[config.mk]
export PLATFORM = sky130hd
export DESIGN_NAME = dwt_timer_unit
export DESIGN_NICKNAME = d
export VERILOG_FILES = /design/src/dwt_pkg.sv /design/src/dwt_timer_unit.sv
export SDC_FILE = /design/constraint.sdc
export NUM_CORES = 1
export LEC_CHECK = 0
export ABC_AREA = 1
export BUFFER_PORTS_ARGS = -buffer_cell sky130_fd_sc_hd__clkbuf_2
export CORE_ASPECT_RATIO = 1.2
export CORE_MARGIN = 5
export CORE_UTILIZATION = 60
export CTS_CLUSTER_DIAMETER = 80
export DETAILED_ROUTE_END_ITERATION = 10
export PLACE_DENSITY = 0.86
export SETUP_SLACK_MARGIN = 0.5
export SLEW_MARGIN = 20
export SYNTH_ARGS = -nofsm -noshare
export SYNTH_HDL_FRONTEND = slang
export SYNTH_SLANG_ARGS = --single-unit
[constraint.sdc]
create_clock -name clk_i -period 2.7 [get_ports clk_i]
set_input_delay 0.27 -clock clk_i [delete_from_list [all_inputs] [get_ports clk_i]]
set_output_delay 0.27 -clock clk_i [all_outputs]
set_load 0.005 [all_outputs]
[src/dwt_pkg.sv]
// Package for the divider, watchdog and dual timer unit.
// Assumes a single clock domain with synchronous active-high reset.
package dwt_pkg;

  localparam int DIV_W       = 14;
  localparam int DIV_CLR_LO  = 10;   // lowest stage cleared by divider clear
  localparam int WD_W        = 4;
  localparam int TM_W        = 8;
  localparam int NIB_W       = 4;

  localparam int PRE_T0_FAST = 4;
  localparam int PRE_T0_SLOW = 1024;
  localparam int PRE_T1_SLOW = 64;
  localparam int PRE_WD_FAST = 1024;
  localparam int PRE_WD_SLOW = 16384;
  localparam int PRE_W       = 14;

  // Field positions.
  localparam int RATE_BIT    = 3;    // watchdog rate select
  localparam int T0_CLK_BIT  = 0;
  localparam int T1_DIV_BIT  = 0;
  localparam int T1_EXT_BIT  = 1;
  localparam int T1_TONE_BIT = 2;
  localparam int RUN_BIT     = 3;
  localparam int EV_DIV      = 0;
  localparam int EV_T0       = 1;
  localparam int EV_T1       = 7;

  localparam logic [3:0] CTRL_RST = 4'h0;
  localparam logic [7:0] FLAG_RST = 8'h00;
  localparam logic [7:0] TM_UFL   = 8'hff;

  typedef enum logic [2:0] {
    DWT_OP_NONE,
    DWT_OP_LOAD_LO,
    DWT_OP_LOAD_HI,
    DWT_OP_LOAD_IMM,
    DWT_OP_CTRL
  } dwt_op_e;

  typedef struct packed {
    logic [13:0] div;
    logic [13:0] pre;       // shared prescaler for timers and watchdog
    logic [3:0]  wd;
    logic [3:0]  rate;
    logic [3:0]  t0_ctrl;
    logic [3:0]  t1_ctrl;
    logic [7:0]  t0;
    logic [7:0]  t1;
    logic [7:0]  t1_reload;
    logic [7:0]  flags;
    logic        ext_q;
    logic        tone;
    logic        chip_rst;
  } dwt_state_s;

endpackage

[src/dwt_timer_unit.sv]
// Timing unit: periodic divider, watchdog and two 8-bit down-counting timers.
// Assumes the core issues one-cycle instruction strobes synchronous to clk_i.
`timescale 1ns/1ps
`default_nettype none

// Summary of operation
// - 14-bit divider counts up on every clock from reset.
// - Divider overflow sets event bit 0; gated by interrupt and hold enables.
// - Divider clear resets only the top four divider stages.
// - 4-bit watchdog counts up; overflow pulses a chip reset.
// - Watchdog works only when its option input is 1.
// - Watchdog clock is osc/1024, or osc/16384 when rate bit 3 set.
// - Watchdog clear zeroes the watchdog counter.
// - Rate register changes only through set-bits and clear-bits masks.
// - Timer 0 is 8-bit down counter, nibble or immediate loadable.
// - Timer 0 nibble load stops it, clears run bit, loads nibble.
// - Setting timer 0 run bit clears event bit 1 and starts counting.
// - Timer 0 stops at FFH, sets event bit 1, gated requests.
// - Timer 0 clock select bit 0: osc/4 when 0, osc/1024 when 1.
// - Timer 0 interval is (preset+1) times the prescale.
// - Timer 1 counts osc, osc/64 or external pin; osc after reset.
// - External source decrements timer 1 on each pin falling edge.
// - Timer 1 nibble load writes reload buffer and clears run bit.
// - Setting timer 1 run copies buffer to counter, clears event bit 7.
// - Timer 1 immediate load reloads both, clears flag, sets run.
// - Timer 1 ticking at 00H sets event bit 7, reloads, keeps counting.
// - Tone pin toggles on each timer 1 underflow when routed.
// - Control bit 1 picks external pin, bit 0 picks osc/64.
// - Tone pin carries waveform input when control bit 2 is 0.
module dwt_timer_unit (
  input  wire logic       clk_i,          // system oscillator clock
  input  wire logic       srst_i,         // synchronous reset, active high
  input  wire logic       wd_option_i,    // watchdog option bit
  input  wire logic       div_clr_i,      // divider clear strobe
  input  wire logic       wd_clr_i,       // watchdog clear strobe
  input  wire logic       rate_set_i,     // rate register set-bits strobe
  input  wire logic       rate_clr_i,     // rate register clear-bits strobe
  input  wire logic [3:0] rate_mask_i,    // immediate mask for rate register
  input  wire logic [2:0] t0_op_i,        // timer 0 operation (dwt_op_e)
  input  wire logic [2:0] t1_op_i,        // timer 1 operation (dwt_op_e)
  input  wire logic [7:0] load_data_i,    // nibble in [3:0] or immediate byte
  input  wire logic [7:0] flag_clr_i,     // event flag clear strobes per bit
  input  wire logic [7:0] int_enable_i,   // interrupt enable flags
  input  wire logic [7:0] hold_enable_i,  // hold-release enable flags
  input  wire logic       ext_count_i,    // external count pin
  input  wire logic       wave_i,         // waveform generator output
  output logic      [7:0] event_flags_o,  // sticky event flags
  output logic            irq_o,          // interrupt request level
  output logic            hold_release_o, // hold release level
  output logic            chip_reset_o,   // watchdog reset pulse
  output logic            tone_o,         // tone output pin
  output logic      [7:0] t0_count_o,     // timer 0 counter
  output logic      [7:0] t1_count_o      // timer 1 counter
);

  ////////////////////////////////////////////////////////////////////////////

  localparam logic [13:0] T0_FAST_M = 14'(dwt_pkg::PRE_T0_FAST - 1);
  localparam logic [13:0] T0_SLOW_M = 14'(dwt_pkg::PRE_T0_SLOW - 1);
  localparam logic [13:0] T1_SLOW_M = 14'(dwt_pkg::PRE_T1_SLOW - 1);
  localparam logic [13:0] WD_FAST_M = 14'(dwt_pkg::PRE_WD_FAST - 1);
  localparam logic [13:0] WD_SLOW_M = 14'(dwt_pkg::PRE_WD_SLOW - 1);
  localparam logic [13:0] DIV_LO_M  = 14'((1 << dwt_pkg::DIV_CLR_LO) - 1);

  dwt_pkg::dwt_state_s s_q, s_d;
  dwt_pkg::dwt_op_e    op0, op1;

  logic [13:0] pre_nx;
  logic        t0_tick, t1_tick, wd_tick, ext_fall, div_ovf;
  logic        t0_run, t1_run, t1_ufl;
  logic [7:0]  set_ev;

  assign op0 = dwt_pkg::dwt_op_e'(t0_op_i);
  assign op1 = dwt_pkg::dwt_op_e'(t1_op_i);

  ////////////////////////////////////////////////////////////////////////////

  always_comb begin
    s_d    = s_q;
    set_ev = dwt_pkg::FLAG_RST;
    t1_ufl = 1'b0;

    // One free-running prescaler serves all tap points; a tap fires when the
    // low bits of the current value are all ones, so rates stay exact.
    pre_nx   = s_q.pre + 14'h0001;
    s_d.pre  = pre_nx;
    t0_tick  = s_q.t0_ctrl[dwt_pkg::T0_CLK_BIT] ? ((s_q.pre & T0_SLOW_M) == T0_SLOW_M)
                                               : ((s_q.pre & T0_FAST_M) == T0_FAST_M);
    ext_fall = s_q.ext_q & ~ext_count_i;
    if (s_q.t1_ctrl[dwt_pkg::T1_EXT_BIT]) begin
      t1_tick = ext_fall;
    end else if (s_q.t1_ctrl[dwt_pkg::T1_DIV_BIT]) begin
      t1_tick = (s_q.pre & T1_SLOW_M) == T1_SLOW_M;
    end else begin
      t1_tick = 1'b1;
    end
    wd_tick  = s_q.rate[dwt_pkg::RATE_BIT] ? ((s_q.pre & WD_SLOW_M) == WD_SLOW_M)
                                          : ((s_q.pre & WD_FAST_M) == WD_FAST_M);
    s_d.ext_q = ext_count_i;

    // Divider.
    div_ovf = &s_q.div;
    s_d.div = s_q.div + 14'h0001;
    if (div_ovf) begin
      set_ev[dwt_pkg::EV_DIV] = 1'b1;
    end
    if (div_clr_i) begin
      s_d.div = s_d.div & DIV_LO_M;
    end

    // Watchdog.
    s_d.chip_rst = 1'b0;
    if (!wd_option_i) begin
      s_d.wd = 4'h0;
    end else if (wd_clr_i) begin
      s_d.wd = 4'h0;
    end else if (wd_tick) begin
      s_d.wd = s_q.wd + 4'h1;
      s_d.chip_rst = &s_q.wd;
    end
    if (rate_set_i) begin
      s_d.rate = s_d.rate | rate_mask_i;
    end
    if (rate_clr_i) begin
      s_d.rate = s_d.rate & ~rate_mask_i;
    end

    // Timer 0.
    t0_run = s_q.t0_ctrl[dwt_pkg::RUN_BIT];
    if (t0_run && t0_tick) begin
      s_d.t0 = s_q.t0 - 8'h01;
      if (s_q.t0 == 8'h00) begin
        s_d.t0_ctrl[dwt_pkg::RUN_BIT] = 1'b0;
        set_ev[dwt_pkg::EV_T0]        = 1'b1;
      end
    end
    case (op0)
      dwt_pkg::DWT_OP_LOAD_LO: begin
        s_d.t0[3:0] = load_data_i[3:0];
        s_d.t0_ctrl[dwt_pkg::RUN_BIT] = 1'b0;
      end
      dwt_pkg::DWT_OP_LOAD_HI: begin
        s_d.t0[7:4] = load_data_i[3:0];
        s_d.t0_ctrl[dwt_pkg::RUN_BIT] = 1'b0;
      end
      dwt_pkg::DWT_OP_LOAD_IMM: begin
        s_d.t0 = load_data_i;
      end
      dwt_pkg::DWT_OP_CTRL: begin
        s_d.t0_ctrl = load_data_i[3:0];
        if (load_data_i[dwt_pkg::RUN_BIT]) begin
          s_d.t0 = s_q.t0;
          s_d.flags[dwt_pkg::EV_T0] = 1'b0;
          set_ev[dwt_pkg::EV_T0] = 1'b0;
        end
      end
      default: ;
    endcase

    // Timer 1.
    t1_run = s_q.t1_ctrl[dwt_pkg::RUN_BIT];
    if (t1_run && t1_tick) begin
      if (s_q.t1 == 8'h00) begin
        s_d.t1 = s_q.t1_reload;
        t1_ufl = 1'b1;
        set_ev[dwt_pkg::EV_T1] = 1'b1;
        s_d.tone = ~s_q.tone;
      end else begin
        s_d.t1 = s_q.t1 - 8'h01;
      end
    end
    case (op1)
      dwt_pkg::DWT_OP_LOAD_LO: begin
        s_d.t1_reload[3:0] = load_data_i[3:0];
        s_d.t1_ctrl[dwt_pkg::RUN_BIT] = 1'b0;
        s_d.t1 = s_q.t1;
      end
      dwt_pkg::DWT_OP_LOAD_HI: begin
        s_d.t1_reload[7:4] = load_data_i[3:0];
        s_d.t1_ctrl[dwt_pkg::RUN_BIT] = 1'b0;
        s_d.t1 = s_q.t1;
      end
      dwt_pkg::DWT_OP_LOAD_IMM: begin
        s_d.t1_reload = load_data_i;
        s_d.t1 = load_data_i;
        s_d.t1_ctrl[dwt_pkg::RUN_BIT] = 1'b1;
        s_d.flags[dwt_pkg::EV_T1] = 1'b0;
        set_ev[dwt_pkg::EV_T1] = 1'b0;
      end
      dwt_pkg::DWT_OP_CTRL: begin
        s_d.t1_ctrl = load_data_i[3:0];
        if (load_data_i[dwt_pkg::RUN_BIT]) begin
          s_d.t1 = s_q.t1_reload;
          s_d.flags[dwt_pkg::EV_T1] = 1'b0;
          set_ev[dwt_pkg::EV_T1] = 1'b0;
        end
      end
      default: ;
    endcase

    // Explicit clear loses against a simultaneous event.
    s_d.flags = (s_d.flags & ~flag_clr_i) | set_ev;

    if (srst_i) begin
      s_d = '0;
      s_d.rate    = dwt_pkg::CTRL_RST;
      s_d.t0_ctrl = dwt_pkg::CTRL_RST;
      s_d.t1_ctrl = dwt_pkg::CTRL_RST;
      s_d.flags   = dwt_pkg::FLAG_RST;
      s_d.ext_q   = 1'b1;
    end
  end

  always_ff @(posedge clk_i) begin
    s_q <= s_d;
  end

  ////////////////////////////////////////////////////////////////////////////

  assign event_flags_o  = s_q.flags;
  assign irq_o          = |(s_q.flags & int_enable_i);
  assign hold_release_o = |(s_q.flags & hold_enable_i);
  assign chip_reset_o   = s_q.chip_rst;
  assign tone_o         = s_q.t1_ctrl[dwt_pkg::T1_TONE_BIT] ? s_q.tone : wave_i;
  assign t0_count_o     = s_q.t0;
  assign t1_count_o     = s_q.t1;

endmodule

`default_nettype wire

==> impl_metrics.env <==
export IMPL_r2r_end="t1_count_o[0]$_SDFFE_PP0N_"
export IMPL_synth_area_leaders="dfxtp_1 36%, nand2_1 11%, nor2_1 6.7%"
export IMPL_via_count=3967
export IMPL_endpoint="t1_count_o[0]$_SDFFE_PP0N_"
export IMPL_clock_skew_ps=6.48
export IMPL_drc=0
export IMPL_synth_area_leader_cell="dfxtp_1"
export IMPL_power_internal_mw=1.75
export IMPL_synth_edf_count=0
export IMPL_p_leak_nw=2.08
export IMPL_fp_dieH_um=101
export IMPL_ys_ff_latch=74
export IMPL_worstPathArrival_ps=2030
export IMPL_slew_headroom_pct=49.3
export IMPL_die_area_mm2=0.00860
export IMPL_p_sw_share_pct=28.9
export IMPL_cts_tree="done"
export IMPL_place_area_mm2=0.00438
export IMPL_grt_usage_pct=22.7
export IMPL_wire_per_inst_um=13.0
export IMPL_post_cts_setup_buffers=0
export IMPL_finalSetupViolations=0
export IMPL_hold_path_class="in2reg"
export IMPL_drv_cap=0
export IMPL_worst_path_max_delay_cell="o21ai_1"
export IMPL_r2r_start="s_q[51]$_SDFF_PP0_"
export IMPL_grt_antenna_before_repair=0
export IMPL_drive_above_1_share_pct=20.2
export IMPL_pin_count=79
export IMPL_seq_area_frac_synth_pct=36.1
export IMPL_period_needed_ps=1790
export IMPL_worstPathMaxFanout=8
export IMPL_seqPwrFrac_pct=47.9
export IMPL_grt_ovfl_total=0
export IMPL_power_switching_mw=0.710
export IMPL_crit_buf_inv=1
export IMPL_cts_num_sinks=74
export IMPL_comb_power_share_pct=17.7
export IMPL_finalCritPeriodShare_pct=66.2
export IMPL_synth_ff_type="dfxtp_1"
export IMPL_yosysWarnings=0
export IMPL_synthArstFlopShare_pct=0
export IMPL_cpLargestDelayFamily="simple AND/OR/NAND/NOR gates"
export IMPL_cts_resized=0
export IMPL_report_final_hold_viol_count=0
export IMPL_cp_slowest_stage_delay_ps=500
export IMPL_root_buffer="clkbuf_8"
export IMPL_syn_nets=646
export IMPL_netlist_top_cells_count="123 x nand2_1, 74 x dfxtp_1, 73 x nor2_1"
export IMPL_avgSynthCellArea_um2=6.96
export IMPL_h_tree_depth=3
export IMPL_rows=33
export IMPL_cp_start_kind="flip-flop"
export IMPL_numPortBuffers=75
export IMPL_rrSetupSlack_ps=910
export IMPL_crit_start="s_q[51]$_SDFF_PP0_"
export IMPL_nets=702
export IMPL_core_mm2=0.00673
export IMPL_detail_route_antenna_nets=0
export IMPL_tightest_slew_ps=759
export IMPL_cp_end_kind="flip-flop"
export IMPL_initial_utilization_pct=60.9
export IMPL_fmax_mhz=559
export IMPL_cts_reportedPaths_clkPinSlew_ps=70
export IMPL_grt_pass1_vias=3737
export IMPL_cts_hold_buf=0
export IMPL_drtIter0Drc=324
export IMPL_grt_pass1_wl_um=16000
export IMPL_place_hpwl_um=7230
export IMPL_n_antenna_cell=0
export IMPL_yosysTopAreaCellShare_pct=36.1
export IMPL_cts_max_path_buffers=2
export IMPL_rsz0062_at_grt="no"
export IMPL_area_sequential_mm2=0.00148
export IMPL_n_fill_cell=580
export IMPL_fin_total_pwr_mw=2.46
export IMPL_multiInputGateArea_mm2=0.00214
export IMPL_grt_max_degree=29
export IMPL_status="finished, final reports clean"
export IMPL_synth_area_mm2=0.00410
export IMPL_power_density_mw_per_mm2=538
export IMPL_syn_to_final_growth_pct=11.6
export IMPL_p_clk_share_pct=34.4
export IMPL_peakVddDrop_mv=0.363
export IMPL_wl_um=9530
export IMPL_clock_latency_ps=340
export IMPL_yosysMostFrequentCell="nand2_1"
export IMPL_tns_ps=0
export IMPL_synth_distinct_cells=40
export IMPL_viasPerCell=5.39
export IMPL_required_ps=2950
export IMPL_finalMaxSlewViolations=0
export IMPL_drt_pass1_iterations=5
export IMPL_numCtsBuffers=9
export IMPL_gp_congestion=0.944
export IMPL_worst_path_stages=9
export IMPL_synth_cells=589
export IMPL_r2r_cells=9
export IMPL_crit_chain="ha_1, nand3_2, nor2_4, o21ai_1, nand2_1, nand3_1, nand3_1, nand2_1, inv_1"
export IMPL_crit_type="reg2reg"
export IMPL_fin_area_mm2=0.00458
export IMPL_die_x_um=85.5
## worst register-to-register path, stage by stage, from the launching register on
cell	delay, ps
dfxtp_1	330
ha_1	260
nand3_2	130
nor2_4	50
o21ai_1	500
nand2_1	110
nand3_1	110
nand3_1	100
nand2_1	80
inv_1	30
## flip-flops by register name (all words and copies together), names as in the netlist, named ones only
register and cells:
event_flags_o 8, t1_count_o 8, chip_reset_o 1, s_q 48, t0_count_o 8
## cell type report
cell class / instances / share of cell area [%]
clock inverters: 5 / 1.20
repair buffers: 77 / 8.53
well taps: 87 / 2.38
multi-input cells: 413 / 46.7
inverters: 70 / 5.77
clock buffers: 10 / 3.01
flip-flops and latches: 74 / 32.4
## logic make-up after synthesis
| family | Yosys count | synth area share [%] |
|---|---|---|
| muxes | 1 | 0.244 |
| xor gates and xnor gates | 14 | 2.99 |
| adders and majority gates | 6 | 1.83 |
| buffers and inverters | 102 | 11.7 |
| AOI/OAI and AO/OA | 115 | 16.6 |
| DFF | 74 | 36.1 |
| and+or+nand+nor | 277 | 30.4 |
## power by group through the flow
| stage | registers [mW] | clock network (mW) | logic (mW) |
|---|---|---|---|
| after floorplan | 1.19 | 0 | 0.339 |
| after global placement | 1.20 | 0 | 0.415 |
| after detailed placement | 1.20 | 0 | 0.431 |
| after CTS | 1.18 | 0.871 | 0.434 |
| after global routing | 1.19 | 0.912 | 0.499 |
| final | 1.18 | 0.845 | 0.436 |
## worst min path at each step
stage	from	end	cells past startpoint
floorplan	flag_clr_i[4]	event_flags_o[4]$_SDFF_PP0_	1
global placement	flag_clr_i[6]	event_flags_o[6]$_SDFF_PP0_	2
detailed placement	flag_clr_i[6]	event_flags_o[6]$_SDFF_PP0_	2
CTS	flag_clr_i[6]	event_flags_o[6]$_SDFF_PP0_	2
global route	flag_clr_i[4]	event_flags_o[4]$_SDFF_PP0_	2
finish	flag_clr_i[6]	event_flags_o[6]$_SDFF_PP0_	2
## placed cells by master (no fill, tap or decap), types with 8 or more instances in the layout
cell	count
a21oi_1	46
clkbuf_2	75
clkbuf_8	10
dfxtp_1	74
inv_1	63
nand2_1	123
nand2_2	9
nand3_1	36
nor2_1	73
nor3_1	9
o21ai_0	36
xor2_1	8
## metrics by stage
stage,hold slack (ps),worst slack (ps),cells,util (%)
finish,72.3,913,736,68.0
global route,64.1,781,736,68.0
CTS,52.6,916,736,68.0
detailed placement,431,941,721,65.1
global placement,428,982,721,65.1
floorplan,342,1220,589,-
## metal layers
layer  track usage [%]  wire length, um  vias to the layer above  share of wire (%)
met5                 0                0                        -                  0
met4              8.89              257                        0                2.7
met3              4.91              564                       24                5.9
met2              40.8             4850                      136                 51
met1              25.9             3860                     1796                 41
li1                  -                -                     2011                  -
No activity file was read; power rests on OpenSTA's default activity.
